**src/pkg/led_sink_pkg.sv**
```systemverilog
/*
 Constants for the serial LED sink controller: channel count, synchroniser
 depth and reset values. Assumes a single 10 MHz system clock.
*/
package led_sink_pkg;
   // ----------------------------------------
   // Geometry and reset values
   // ----------------------------------------
   localparam int unsigned CHAN_COUNT = 16;
   localparam int unsigned SYNC_STAGES = 3;
   localparam logic [15:0] SHIFT_RESET = 16'h0000;
   localparam logic [15:0] LATCH_RESET = 16'h0000;
   localparam logic [2:0] SYNC_RESET = 3'h0;
   localparam logic SYNC_HIGH_RESET = 1'b1;
   localparam logic [15:0] SINK_RESET = 16'hffff;
   localparam logic SOUT_RESET = 1'b0;
   localparam logic CLK_PREV_RESET = 1'b0;
   // Positions of the host pins in the synchroniser vector
   localparam int unsigned PIN_COUNT = 4;
   localparam int unsigned PIN_SCLK = 0;
   localparam int unsigned PIN_DATA = 1;
   localparam int unsigned PIN_STROBE = 2;
   localparam int unsigned PIN_DISABLE = 3;
   // Host shift clock ceiling, and the system clock that samples the host pins
   localparam int unsigned SHIFT_CLK_MAX_MHZ = 30;
   localparam int unsigned SYS_CLK_MHZ = 10;
   localparam int unsigned SYS_CLK_PERIOD_NS = 100;
endpackage

```
**src/pin_sync.sv**
```systemverilog
/*
 Three-flop pin synchroniser with agreement filter.
 Assumes an asynchronous pin input and the system clock.
*/
`timescale 1ns/1ps
module pin_sync
   import led_sink_pkg::*;
#(
   parameter logic RESET_VAL = 1'b0
) (
   // Clock and reset
   input wire logic clk_i,
   input wire logic rstn_i,
   // Pin and filtered level
   input wire logic pin_i,
   output logic level_o
);
   typedef struct packed {
      logic [2:0] stage;
      logic level;
   } sync_state_t;

   sync_state_t st_q;
   sync_state_t st_d;

   // ----------------------------------------
   // Filter
   // ----------------------------------------
   // Stage 0 only feeds stage 1; level moves only when stages 1 and 2 agree
   always_comb begin
      st_d = st_q;
      st_d.stage = {st_q.stage[1:0], pin_i};
      if (st_q.stage[1] == st_q.stage[2]) begin
         st_d.level = st_q.stage[2];
      end
   end

   always_ff @(posedge clk_i or negedge rstn_i) begin
      if (!rstn_i) begin
         st_q <= {{3{RESET_VAL}}, RESET_VAL};
      end else begin
         st_q <= st_d;
      end
   end

   assign level_o = st_q.level;

   chk_level_agree: assert property (@(posedge clk_i) disable iff (!rstn_i)
      !$stable(st_q.level) |-> $past(st_q.stage[1]) == $past(st_q.stage[2]) && st_q.level == $past(st_q.stage[2]))
      else $error("filtered level moved without agreement");
endmodule

```
**src/led_sink_shift_latch.sv**
```systemverilog
/*
 Serial-in, parallel-out control logic of a 16-channel LED sink driver.
 Assumes host pins (shift clock, data, strobe, enable) are asynchronous and
 sampled by the 10 MHz system clock; the host shift clock must be below
 a quarter of that rate, each phase over two cycles, for every edge to be seen.
 Limitation: each pin passes a three-flop filter, so a pulse shorter than two
 system clock cycles can be lost and nothing reports it. The trade is a
 slower host rate for immunity to metastability on every pin.
 All four pins use the same filter depth, so data and shift clock keep
 their relative timing on the way in.
*/
`timescale 1ns/1ps
module led_sink_shift_latch
   import led_sink_pkg::*;
(
   // Clock and reset
   input wire logic clk_i,
   input wire logic rstn_i,
   // Host pins
   input wire logic shift_clk_i,
   input wire logic serial_bit_in_i,
   input wire logic latch_load_strobe_i,
   input wire logic output_disable_i,
   // Device pins
   output logic serial_bit_out_o,
   output logic [15:0] sink_on_n_o
);
   // ----------------------------------------
   // State
   // ----------------------------------------
   typedef struct packed {
      logic clk_prev;
      logic [15:0] shift;
      logic [15:0] latch;
      logic sout;
      logic [15:0] sink_n;
   } core_state_t;

   core_state_t st_q;
   core_state_t st_d;
   // Raw and filtered host pins, indexed by the pin positions of the package
   logic [PIN_COUNT-1:0] pin_raw;
   logic [PIN_COUNT-1:0] pin_s;
   logic sclk_s;
   logic data_s;
   logic strobe_s;
   logic oe_n_s;
   logic shift_edge;

   // ----------------------------------------
   // Output decode
   // ----------------------------------------
   // Sink pattern for a latched word: a set bit sinks current, disable wins
   function automatic logic [15:0] sink_pattern(input logic [15:0] word, input logic off);
      logic [15:0] pat;
      pat = ~word;
      if (off) begin
         pat = SINK_RESET;
      end
      return pat;
   endfunction

   // ----------------------------------------
   // Pin synchronisers
   // ----------------------------------------
   // Gather the pins so one loop builds all four filters
   assign pin_raw[PIN_SCLK] = shift_clk_i;
   assign pin_raw[PIN_DATA] = serial_bit_in_i;
   assign pin_raw[PIN_STROBE] = latch_load_strobe_i;
   assign pin_raw[PIN_DISABLE] = output_disable_i;

   // Disable resets high so the sinks stay off until the host takes over;
   // the other filters reset low, the idle level of their pins
   for (genvar p = 0; p < PIN_COUNT; p++) begin : g_sync
      pin_sync #(
         .RESET_VAL((p == PIN_DISABLE) ? SYNC_HIGH_RESET : 1'b0)
      ) u_sync (
         .clk_i(clk_i),
         .rstn_i(rstn_i),
         .pin_i(pin_raw[p]),
         .level_o(pin_s[p])
      );
   end

   // ----------------------------------------
   // Edge detect
   // ----------------------------------------
   // Filtered levels under their own names
   assign sclk_s = pin_s[PIN_SCLK];
   assign data_s = pin_s[PIN_DATA];
   assign strobe_s = pin_s[PIN_STROBE];
   assign oe_n_s = pin_s[PIN_DISABLE];

   // Previous level resets low like the idle pin, so reset gives no false edge
   assign shift_edge = sclk_s & ~st_q.clk_prev;

   // ----------------------------------------
   // Shift, latch and output stage
   // ----------------------------------------
   // Data is filtered through the same depth as the clock, so it is sampled
   // with the level it had at the shift edge
   always_comb begin
      st_d = st_q;
      st_d.clk_prev = sclk_s;
      // Newest bit enters stage 0, the oldest drops off stage 15
      if (shift_edge) begin
         st_d.shift = {st_q.shift[14:0], data_s};
      end
      // Transparent latch modelled as a per-cycle load while strobe is high;
      // a shift in the same cycle passes straight through
      if (strobe_s) begin
         st_d.latch = st_d.shift;
      end
      // Registered copy of the oldest stage feeds the next device in a chain
      st_d.sout = st_d.shift[CHAN_COUNT-1];
      // Outputs are active low: a set latch bit sinks current when enabled
      st_d.sink_n = sink_pattern(st_d.latch, oe_n_s);
   end

   // State register; reset turns every sink off
   always_ff @(posedge clk_i or negedge rstn_i) begin
      if (!rstn_i) begin
         st_q.clk_prev <= CLK_PREV_RESET;
         st_q.shift <= SHIFT_RESET;
         st_q.latch <= LATCH_RESET;
         st_q.sout <= SOUT_RESET;
         st_q.sink_n <= SINK_RESET;
      end else begin
         st_q <= st_d;
      end
   end

   // ----------------------------------------
   // Outputs
   // ----------------------------------------
   // Both outputs come straight from the state register
   assign serial_bit_out_o = st_q.sout;
   assign sink_on_n_o = st_q.sink_n;

   // ----------------------------------------
   // Checks
   // ----------------------------------------
   // Shift register movement
   chk_shift_moves: assert property (@(posedge clk_i) disable iff (!rstn_i)
      shift_edge |=> st_q.shift[15:1] == $past(st_q.shift[14:0]) && st_q.shift[0] == $past(data_s))
      else $error("shift register did not advance on edge");

   chk_shift_holds: assert property (@(posedge clk_i) disable iff (!rstn_i)
      !shift_edge |=> $stable(st_q.shift))
      else $error("shift register changed without edge");

   chk_edge_single: assert property (@(posedge clk_i) disable iff (!rstn_i)
      shift_edge |=> !shift_edge)
      else $error("one pin edge shifted twice");

   // Serial output
   chk_serial_out: assert property (@(posedge clk_i) disable iff (!rstn_i)
      serial_bit_out_o == st_q.shift[15])
      else $error("serial out is not oldest bit");

   chk_sout_follows: assert property (@(posedge clk_i) disable iff (!rstn_i)
      shift_edge |=> serial_bit_out_o == $past(st_q.shift[14]))
      else $error("serial out did not take stage 14 on edge");

   // Latch behaviour
   chk_latch_pass: assert property (@(posedge clk_i) disable iff (!rstn_i)
      strobe_s |=> st_q.latch == st_q.shift)
      else $error("latch not transparent while strobe high");

   chk_latch_hold: assert property (@(posedge clk_i) disable iff (!rstn_i)
      !strobe_s |=> $stable(st_q.latch))
      else $error("latch changed while strobe low");

   chk_edge_through: assert property (@(posedge clk_i) disable iff (!rstn_i)
      (strobe_s && shift_edge) |=> st_q.latch == {$past(st_q.shift[14:0]), $past(data_s)})
      else $error("shift during strobe did not pass through");

   // Output stage
   chk_all_off: assert property (@(posedge clk_i) disable iff (!rstn_i)
      oe_n_s |=> sink_on_n_o == SINK_RESET)
      else $error("outputs on while disabled");

   chk_disable_rise: assert property (@(posedge clk_i) disable iff (!rstn_i)
      $rose(oe_n_s) |=> sink_on_n_o == SINK_RESET)
      else $error("outputs not off after disable");

   chk_sink_on: assert property (@(posedge clk_i) disable iff (!rstn_i)
      !oe_n_s |=> sink_on_n_o == ~st_q.latch)
      else $error("enabled outputs differ from latch");

   chk_load_path: assert property (@(posedge clk_i) disable iff (!rstn_i)
      (shift_edge && strobe_s && !oe_n_s) |=> sink_on_n_o[0] == ~$past(data_s))
      else $error("newest bit did not reach channel 0");

   chk_last_channel: assert property (@(posedge clk_i) disable iff (!rstn_i)
      (strobe_s && !oe_n_s) |=> sink_on_n_o[15] == ~serial_bit_out_o)
      else $error("last channel differs from serial out");

   chk_all_channels: assert property (@(posedge clk_i) disable iff (!rstn_i)
      (strobe_s && !oe_n_s) |=> sink_on_n_o == ~st_q.shift)
      else $error("channels differ from shift stages");
endmodule

```
**config.mk**
```make
export PLATFORM = sky130hd
export DESIGN_NAME = led_sink_shift_latch
export DESIGN_NICKNAME = d
export VERILOG_FILES = /design/src/pkg/led_sink_pkg.sv /design/src/pin_sync.sv /design/src/led_sink_shift_latch.sv
export SDC_FILE = /design/constraint.sdc
export NUM_CORES = 1
export LEC_CHECK = 0
export BUFFER_PORTS_ARGS = -buffer_cell sky130_fd_sc_hd__clkbuf_2
export CORE_MARGIN = 5
export CORE_UTILIZATION = 30
export CTS_CLUSTER_SIZE = 25
export DETAILED_ROUTE_END_ITERATION = 12
export PLACE_DENSITY = 0.53
export SLEW_MARGIN = 20
export SYNTH_ARGS = -nofsm -noshare
export SYNTH_HDL_FRONTEND = slang
export SYNTH_SLANG_ARGS = --single-unit
```
**constraint.sdc**
```tcl
create_clock -name clk_i -period 1.5 [get_ports clk_i]
set_clock_uncertainty 0.05 [all_clocks]
set_input_delay 0.375 -clock clk_i [delete_from_list [all_inputs] [get_ports clk_i]]
set_output_delay 0.375 -clock clk_i [all_outputs]
set_load 0.02 [all_outputs]
```
==> results of run 1 <==
state kept, by name, indices dropped and copies added, names as in the netlist:
signal / flops
st_q: 33
sink_on_n_o: 16
g_sync.u_sync.st_d: 8
g_sync.u_sync.level_o: 4
g_sync.u_sync.st_q: 4
worst max-delay path by stage:
stage                                               startpoint                         to  slack [ps]  cells after the start
after floorplan                             st_q[49]$_DFF_PN0_  sink_on_n_o[11]$_DFF_PN1_         170                      4
after global placement                      st_q[49]$_DFF_PN0_  sink_on_n_o[12]$_DFF_PN1_         170                      3
after detailed placement  g_sync[2].u_sync.level_o$_DFFE_PN0N_   sink_on_n_o[2]$_DFF_PN1_         170                      3
after CTS                             sink_on_n_o[0]$_DFF_PN1_             sink_on_n_o[0]          20                      1
after global routing                  sink_on_n_o[6]$_DFF_PN1_             sink_on_n_o[6]           5                      1
final                                 sink_on_n_o[0]$_DFF_PN1_             sink_on_n_o[0]          50                      1
power breakdown:
| group | total (mW) | internal (mW) | leakage, nW | switching, mW |
|---|---|---|---|---|
| sequential | 2.62 | 2.34 | 0.748 | 0.282 |
| combinational | 1.21 | 0.601 | 0.472 | 0.613 |
| clock | 1.63 | 0.934 | 0.109 | 0.692 |
| total | 5.46 | 3.88 | 1.33 | 1.59 |
repair_timing:
item,in CTS,in global routing
endpoints found under the setup margin,0,2
hold buffers,1,0
gates resized for setup,0,2
endpoints found under the hold margin,35,0
layout make-up:
cell class / count / area share (%)
timing repair buffer: 33 / 7.45
multi-input combinational: 101 / 28.3
tap: 108 / 4.32
clock inverter: 7 / 3.04
inverter: 1 / 0.120
sequential: 65 / 52.8
clock buffer: 9 / 3.96
worst register-to-register path, delay by kind of cell (launching register included):
kind | cells | cell delay [ps]
AO/OA/AOI/OAI | 1 | 390
flip-flops | 1 | 400
AND/OR/NAND/NOR | 1 | 280
buffers and inverters | 1 | 180
logic make-up (layout without fill, tap and decap cells):
| group | count (synthesis) | after routing | synth area share (%) |
|---|---|---|---|
| AO/OA/AOI/OAI | 33 | 33 | 11.2 |
| adder cells (fa/ha/maj) | 4 | 4 | 1.46 |
| buffers and inverters | 31 | 50 | 7.50 |
| flip-flops | 65 | 65 | 60.3 |
| multiplexers | 16 | 16 | 6.58 |
| AND/OR/NAND/NOR | 48 | 48 | 12.9 |
stage by stage:
step | area, um^2 | cells | setup WS (ps) | hold WS (ps)
after floorplan | 2740 | 197 | 168 | 29.4
after global placement | 2900 | 307 | 171 | 283
after detailed placement | 2900 | 307 | 166 | 285
after CTS | 3130 | 324 | 23.4 | 35.8
after global routing | 3130 | 324 | 4.90 | 34.5
final | 3130 | 324 | 52.1 | 58.4
cell usage after synthesis:
| cell | count |
|---|---|
| clkbuf_1 | 5 |
| a2111o_1 | 15 |
| buf_6 | 2 |
| nor2_1 | 16 |
| a311oi_1 | 1 |
| inv_1 | 1 |
| buf_2 | 5 |
| maj3_1 | 4 |
| nor2b_1 | 15 |
| buf_4 | 18 |
| and4bb_1 | 8 |
| and4bb_2 | 5 |
| dfrtp_1 | 45 |
| nor4bb_1 | 3 |
| mux2_2 | 16 |
| dfstp_2 | 20 |
| a211oi_1 | 15 |
| nand2b_1 | 1 |
| a311o_1 | 1 |
| o21bai_1 | 1 |
metal layers:
| layer | up-vias | wire (um) | GRT usage [%] |
|---|---|---|---|
| li1 | 743 | - | - |
| met3 | 8 | 200 | 3.85 |
| met5 | - | 0 | 0 |
| met2 | 26 | 2040 | 12.9 |
| met4 | 0 | 115 | 5.46 |
| met1 | 765 | 2320 | 12.3 |
==> impl_metrics.toml, run 1 <==
[route]
vias = 1542
wl_per_cell_um = 14.5
wirelength_um = 4680
drc = 0
antenna_left = 0
viasPerCell = 4.76
drt_first_pass_iters = 4
drtIter0Drc = 63

[global_routing]
grt-ovfl-total = 0
grt_pass1_wl_um = 8160
grt_pass1_vias = 1622
grt_antenna_before_repair = 0
grt_max_degree = 66
grtUsageTotal_pct = 9.37

[place]
port-buffer-count = 22
place.gp.congestion = 0.694
hpwl_um = 2750

[flow_run]
drv_cap = 0

[pwr]
leakagePower_nw = 1.33
ir_drop_v = 0.000548
p_total_mw = 5.46
power.density_nw_per_um2 = 1750

[sta]
fmax_ghz = 0.691
setup_violations = 0
drv_slew = 0
fin_crit_sh_pct = 96.5
fin_crit_ps = 1450
rsz0062_at_grt = "false"
slew_headroom_pct = 75.1
setup_tns_ps = 0
tightest_slew_ps = 368
hold_viol = 0

[worst_setup_path]
worstPathCellList = "clkbuf_2"
cp_max_fo = 1
r2r_cells = 3
slowest_delay_ps = 520
worstSetupPathType = "flip-flop to output port"
critPathArrivalTime_ps = 1020
startpoint_type = "flip-flop"
worstReg2RegStart = "g_sync[2].u_sync.level_o$_DFFE_PN0N_"
r2r-end = "sink_on_n_o[1]$_DFF_PN1_"
crit_family = "flip-flops"
endpoint_kind = "output port"
crit_slowest_cell = "dfstp_2"
r2r_slack_ps = 130
required_ps = 1070
cp_num_buf_inv = 1

[layout]
finalNetCount = 217
antenna_cells = 0
drive_above_1_share_pct = 41.7
fill_cells = 853
layout_commonest_cell = "dfrtp_1"
layout_common_cells = "dfrtp_1 (45), dfstp_2 (20), clkbuf_2 (19)"
seqCellArea_um2 = 1650
area_delta_synth_final_pct = 14.2
utilization_pct = 35.5
multiInputGateArea_um2 = 883

[logic_synthesis]
synth_nets = 203
synth_cell_types = 20
syn-cell-area_um2 = 2740
yosysTopAreaCell = "dfrtp_1"
yosys_register_bits = 65
avgSynthCellArea_um2 = 13.9
synth_area_leaders = "dfrtp_1 (41%), dfstp_2 (19%), mux2_2 (6.6%)"
synthCells = 197
ys_warn_count = 0
synth_top_cell_area_share_pct = 41.1
yosysSeqAreaShare_pct = 60.3

[clock_tree]
tritoncts = "yes"
insertion_delay_ps = 340
cts_sinks = 65
cts_made_buffers = 9
clkSlewWorstSetupHoldPaths_ps = 80
ctsHtreeMaxLevel = 3
clockRootBuffer = "clkbuf_8"
cts_buffer_depth = 2
postCtsSetupBuffers = 0

[run_status]
outcome = "completed"

[floorplan]
row_count = 34
die_h_um = 106
initial_core_util_pct = 31.1
core-area_um2 = 8810
die-area_um2 = 11100
die_w_um = 106
io_pins = 23

[worst_hold_path]
holdCritPathClass = "input pin to flip-flop"
hp-start = "output_disable_i"
whs_path_depth = 1
hold_end = "g_sync[3].u_sync.st_d[2]$_DFF_PN1_"
Note: power is estimated with default switching activity, not from simulation.
==> inputs of run 2 (changes only) <==
- SETUP_SLACK_MARGIN: default -> 0.15
==> run 2 against run 1 <==
Die area did not move. Maximum frequency rose by 2.1%. First-iteration DRC count fell by 4.8%. Total power rose by 8.5%. Non-clock buffer count rose by 15. Via count rose by 5.1%. Wire length rose by 15%. Global-route usage rose by 0.35 points. Sequential share of layout area fell by 6.2 points. Worst hold slack got worse by 0.72 ps. Worst setup slack improved by 29 ps. Sequential power rose by 3%.
==> impl_metrics.toml, run 2 (synthesized netlist as in run 1, its figures left out) <==
[run_status]
outcome = "completed"

[place]
port-buffer-count = 22
place_inst = 307
placed_area_um2 = 2900
place.gp.congestion = 0.694
hpwl_um = 2750
dpl_worst_slack_ps = 166

[layout]
area_delta_synth_final_pct = 29.5
layout_common_cells = "dfrtp_1 (44), dfstp_2 (20), nor2_1 (16), mux2_2 (16), buf_8 (16)"
finish.instance_area_um2 = 3540
max_flop_register = "st_q"
drive_above_1_share_pct = 47.6
largest_reg_flops = 33
antenna_cells = 0
layout.cells.non_filler = 339
fill_cells = 813
utilization_pct = 40.3
finalNetCount = 232
layout_commonest_cell = "dfrtp_1"

[route]
wl_per_cell_um = 15.9
wirelength_um = 5390
drc = 0
viasPerCell = 4.78
drt_first_pass_iters = 4
drtIter0Drc = 60
antenna_left = 0
vias = 1620

[sta]
setup_ws_ps = 81.3
fmax_ghz = 0.705
hold_viol = 0
setup_tns_ps = 0
tightest_slew_ps = 345
slew_headroom_pct = 76.7
fin_crit_sh_pct = 94.6
rsz0062_at_grt = "true"
setup_violations = 0
drv_slew = 0
worst_hold_slack_ps = 57.7
fin_crit_ps = 1420

[worst_setup_path]
critPathArrivalTime_ps = 990
crit_family = "flip-flops"
cp_num_buf_inv = 1
worstPathCellList = "buf_8"
crit_slowest_cell = "dfstp_2"
worstSetupPathType = "flip-flop to output port"
slowest_delay_ps = 550
startpoint_type = "flip-flop"
endpoint_kind = "output port"
required_ps = 1070
cp_max_fo = 1

[clock_tree]
clockRootBuffer = "clkbuf_8"
cts_sinks = 65
cts_made_buffers = 9
clkSlewWorstSetupHoldPaths_ps = 70
insertion_delay_ps = 340
ctsHtreeMaxLevel = 3
tritoncts = "yes"
cts_buffer_depth = 2

[worst_hold_path]
holdCritPathClass = "input pin to flip-flop"

[floorplan]
die_h_um = 106
core-area_um2 = 8810
row_count = 34
die-area_um2 = 11100
die_w_um = 106
initial_core_util_pct = 31.1
io_pins = 23

[global_routing]
grt-ovfl-total = 0
grt_pass1_wl_um = 8480
grt_max_degree = 66
grt_pass1_vias = 1652
grtUsageTotal_pct = 9.72
grt_antenna_before_repair = 0

[pwr]
power.density_nw_per_um2 = 1670
p_total_mw = 5.93
ir_drop_v = 0.000613
leakagePower_nw = 1.52

[flow_run]
drv_cap = 0
==> run 2: power breakdown <==
group / internal, mW / switching, mW / leakage [nW]
Clock: 0.934 / 0.694 / 0.109
Sequential: 2.35 / 0.360 / 0.747
Combinational: 0.944 / 0.648 / 0.666
==> run 2: per-layer routing <==
metal  track usage [%]  wire [um]  vias up  part of all wire [%]
li1                  -          -      772                     -
met1              12.8       2600      809                    48
met2              13.8       2440       31                    45
met3              3.91        238        8                   4.4
met4              5.00        114        0                   2.1
met5                 0          0        -                     0
==> run 2: cell type report <==
cell class	instances	area [um^2]	area share, %
Sequential cell	65	1650	46.6
Multi-Input combinational cell	101	916	25.8
Timing Repair Buffer	48	618	17.4
Tap cell	108	135	3.81
Clock buffer	9	124	3.49
Clock inverter	7	95.1	2.68
Inverter	1	3.75	0.106
==> run 2: what timing repair did <==
action,4_1_cts,5_1_grt
hold buffers,1,0
gates cloned,1,6
setup buffers,1,7
setup endpoints to repair,19,38
endpoints found under the hold margin,35,0
resized for setup,33,31
pin swaps,0,10
==> run 2: final timing paths <==
kind | startpoint | endpoint | slack [ps] | cells after the start
max reg2reg | g_sync[2].u_sync.level_o$_DFFE_PN0N_ | sink_on_n_o[15]$_DFF_PN1_ | 90 | 3
max in group asynchronous | rstn_i | sink_on_n_o[10]$_DFF_PN1_ | 530 | 3
min reg2reg | g_sync[0].u_sync.st_d[2]$_DFF_PN0_ | g_sync[0].u_sync.st_d[3]$_DFF_PN0_ | 300 | 0
max | sink_on_n_o[12]$_DFF_PN1_ | sink_on_n_o[12] | 80 | 1
min | output_disable_i | g_sync[3].u_sync.st_d[2]$_DFF_PN1_ | 60 | 1
min in group asynchronous | rstn_i | st_q[44]$_DFF_PN0_ | 510 | 3
==> inputs of run 3 (changes only) <==
- PLACE_DENSITY: 0.53 -> 0.54
- SETUP_SLACK_MARGIN: 0.15 -> default
- clock period: 1.5 -> 1.3 ns (I/O delays scaled with it)
==> run 3 against run 2 <==
The run now ends with setup timing left. Total power rose by 9.7%. Die area did not move. Sequential share of layout area rose by 1.5 points. Flip-flop and latch count did not move.
==> impl_metrics.toml, run 3 (synthesized netlist as in run 1, its figures left out) <==
[worst_hold_path]
holdCritPathClass = "input pin to flip-flop"
hold_end = "g_sync[3].u_sync.st_d[2]$_DFF_PN1_"
hp-start = "output_disable_i"
whs_path_depth = 1

[worst_setup_path]
worstSetupPathType = "flip-flop to flip-flop"
cp_max_fo = 17
startpoint_type = "flip-flop"
endpoint_kind = "flip-flop"
worstReg2RegStart = "g_sync[2].u_sync.level_o$_DFFE_PN0N_"
r2r_slack_ps = -90
r2r-end = "sink_on_n_o[12]$_DFF_PN1_"
r2r_cells = 3
critPathArrivalTime_ps = 1590
required_ps = 1500

[pwr]
leakagePower_nw = 1.46
p_total_mw = 6.51
seq_power_share_pct = 47.8
pwr-share-comb_pct = 27.5
power.density_nw_per_um2 = 1890
ir_drop_v = 0.000734
p_switching_mw = 1.86
p_int_mw = 4.65
switching_share_pct = 28.6
clkPwrFrac_pct = 24.7

[clock_tree]
ctsHtreeMaxLevel = 3
tritoncts = "yes"
cts_sinks = 65
cts_made_buffers = 9
clkSlewWorstSetupHoldPaths_ps = 70
cts_buffer_depth = 2
clockRootBuffer = "clkbuf_8"
insertion_delay_ps = 330

[floorplan]
io_pins = 23
initial_core_util_pct = 31.1
die_w_um = 106
die_h_um = 106
die-area_um2 = 11100
core-area_um2 = 8810
row_count = 34

[sta]
drv_slew = 0
rsz0062_at_grt = "true"
setup_tns_ps = -1110
fmax_ghz = 0.720
fin_crit_ps = 1390
tightest_slew_ps = 337
hold_viol = 0
setup_ws_ps = -88.5
slew_headroom_pct = 77.2
fin_crit_sh_pct = 107
setup_violations = 26
worst_hold_slack_ps = 24.0

[layout]
finalNetCount = 230
seqCellArea_um2 = 1650
layout_common_cells = "dfrtp_1 (43), dfstp_2 (20), buf_8 (17)"
multiInputGateArea_um2 = 930
finish.instance_area_um2 = 3440
antenna_cells = 0
utilization_pct = 39.0
largest_reg_flops = 33
drive_above_1_share_pct = 47.2
layout_commonest_cell = "dfrtp_1"
fill_cells = 832
area_delta_synth_final_pct = 25.5
max_flop_register = "st_q"

[flow_run]
drv_cap = 0

[place]
port-buffer-count = 22
placed_area_um2 = 2950
place.gp.congestion = 0.704
hpwl_um = 2800

[run_status]
outcome = "finished with violations"
violations = "setup timing"

[global_routing]
grt_pass1_vias = 1675
grt_busiest_layer = "met2"
grtUsageTotal_pct = 9.31
met2_usage_pct = 14.7
grt_use_met3_pct = 3.24
grt_max_degree = 66
grt-ovfl-total = 0
met1_usage_pct = 11.8
grt_antenna_before_repair = 0
grt_pass1_wl_um = 8290

[route]
drc = 0
vias = 1579
antenna_left = 0
wl_per_cell_um = 14.3
wirelength_um = 4830
drt_first_pass_iters = 4
drtIter0Drc = 43
viasPerCell = 4.69
[run 3: layer usage]
metal | part of all wire, % | vias to the layer above
li1 | - | 763
met1 | 49 | 786
met2 | 46 | 23
met4 | 1.2 | 0
met3 | 3.9 | 7
met5 | 0 | -
[run 3: worst max-delay path, cell delays in order, from the launching register on]
cell and delay [ps]:
dfrtp_2 470, buf_8 170, and4bb_1 220, a2111o_1 400
[run 3: final cells by class]
type	instances	share of cell area [%]
multi-input combinational	101	27.0
clock inverter	3	1.24
tap	108	3.93
sequential	65	48.1
clock buffer	13	4.04
timing repair buffer	46	15.5
inverter	1	0.109
[run 3: per-stage QoR]
step / worst slack (ps) / cells
finish: -88.5 / 337
global route: -123 / 337
CTS: -106 / 335
detailed placement: -60.0 / 311
global placement: -41.8 / 311
floorplan: 4.93 / 197
[run 3: power groups by stage]
stage	clock, mW	sequential [mW]	combinational, mW
final	1.60	3.11	1.79
after global routing	1.77	3.20	1.94
after CTS	1.68	3.08	1.69
after detailed placement	0	3.09	1.42
after global placement	0	3.09	1.40
after floorplan	0	2.98	1.23
[run 3: how the worst max path moves through the flow]
| stage | start | endpoint | slack (ps) | depth (start not counted) |
|---|---|---|---|---|
| after CTS | sink_on_n_o[0]$_DFF_PN1_ | sink_on_n_o[0] | -110 | 1 |
| final | g_sync[2].u_sync.level_o$_DFFE_PN0N_ | sink_on_n_o[12]$_DFF_PN1_ | -90 | 3 |
| after global placement | g_sync[0].u_sync.level_o$_DFFE_PN0N_ | st_q[42]$_DFF_PN0_ | -40 | 3 |
| after global routing | g_sync[2].u_sync.level_o$_DFFE_PN0N_ | sink_on_n_o[14]$_DFF_PN1_ | -120 | 3 |
| after detailed placement | g_sync[0].u_sync.level_o$_DFFE_PN0N_ | st_q[40]$_DFF_PN0_ | -60 | 3 |
| after floorplan | st_q[49]$_DFF_PN0_ | sink_on_n_o[11]$_DFF_PN1_ | 5 | 4 |
[run 3: what timing repair did]
item | in CTS | in global routing
pin swaps | 11 | 9
setup endpoints to repair | 48 | 40
resized for setup | 43 | 26
buffers inserted | 5 | 2
hold endpoints to repair | 45 | 0
gates cloned | 2 | 0
hold buffers | 1 | 0
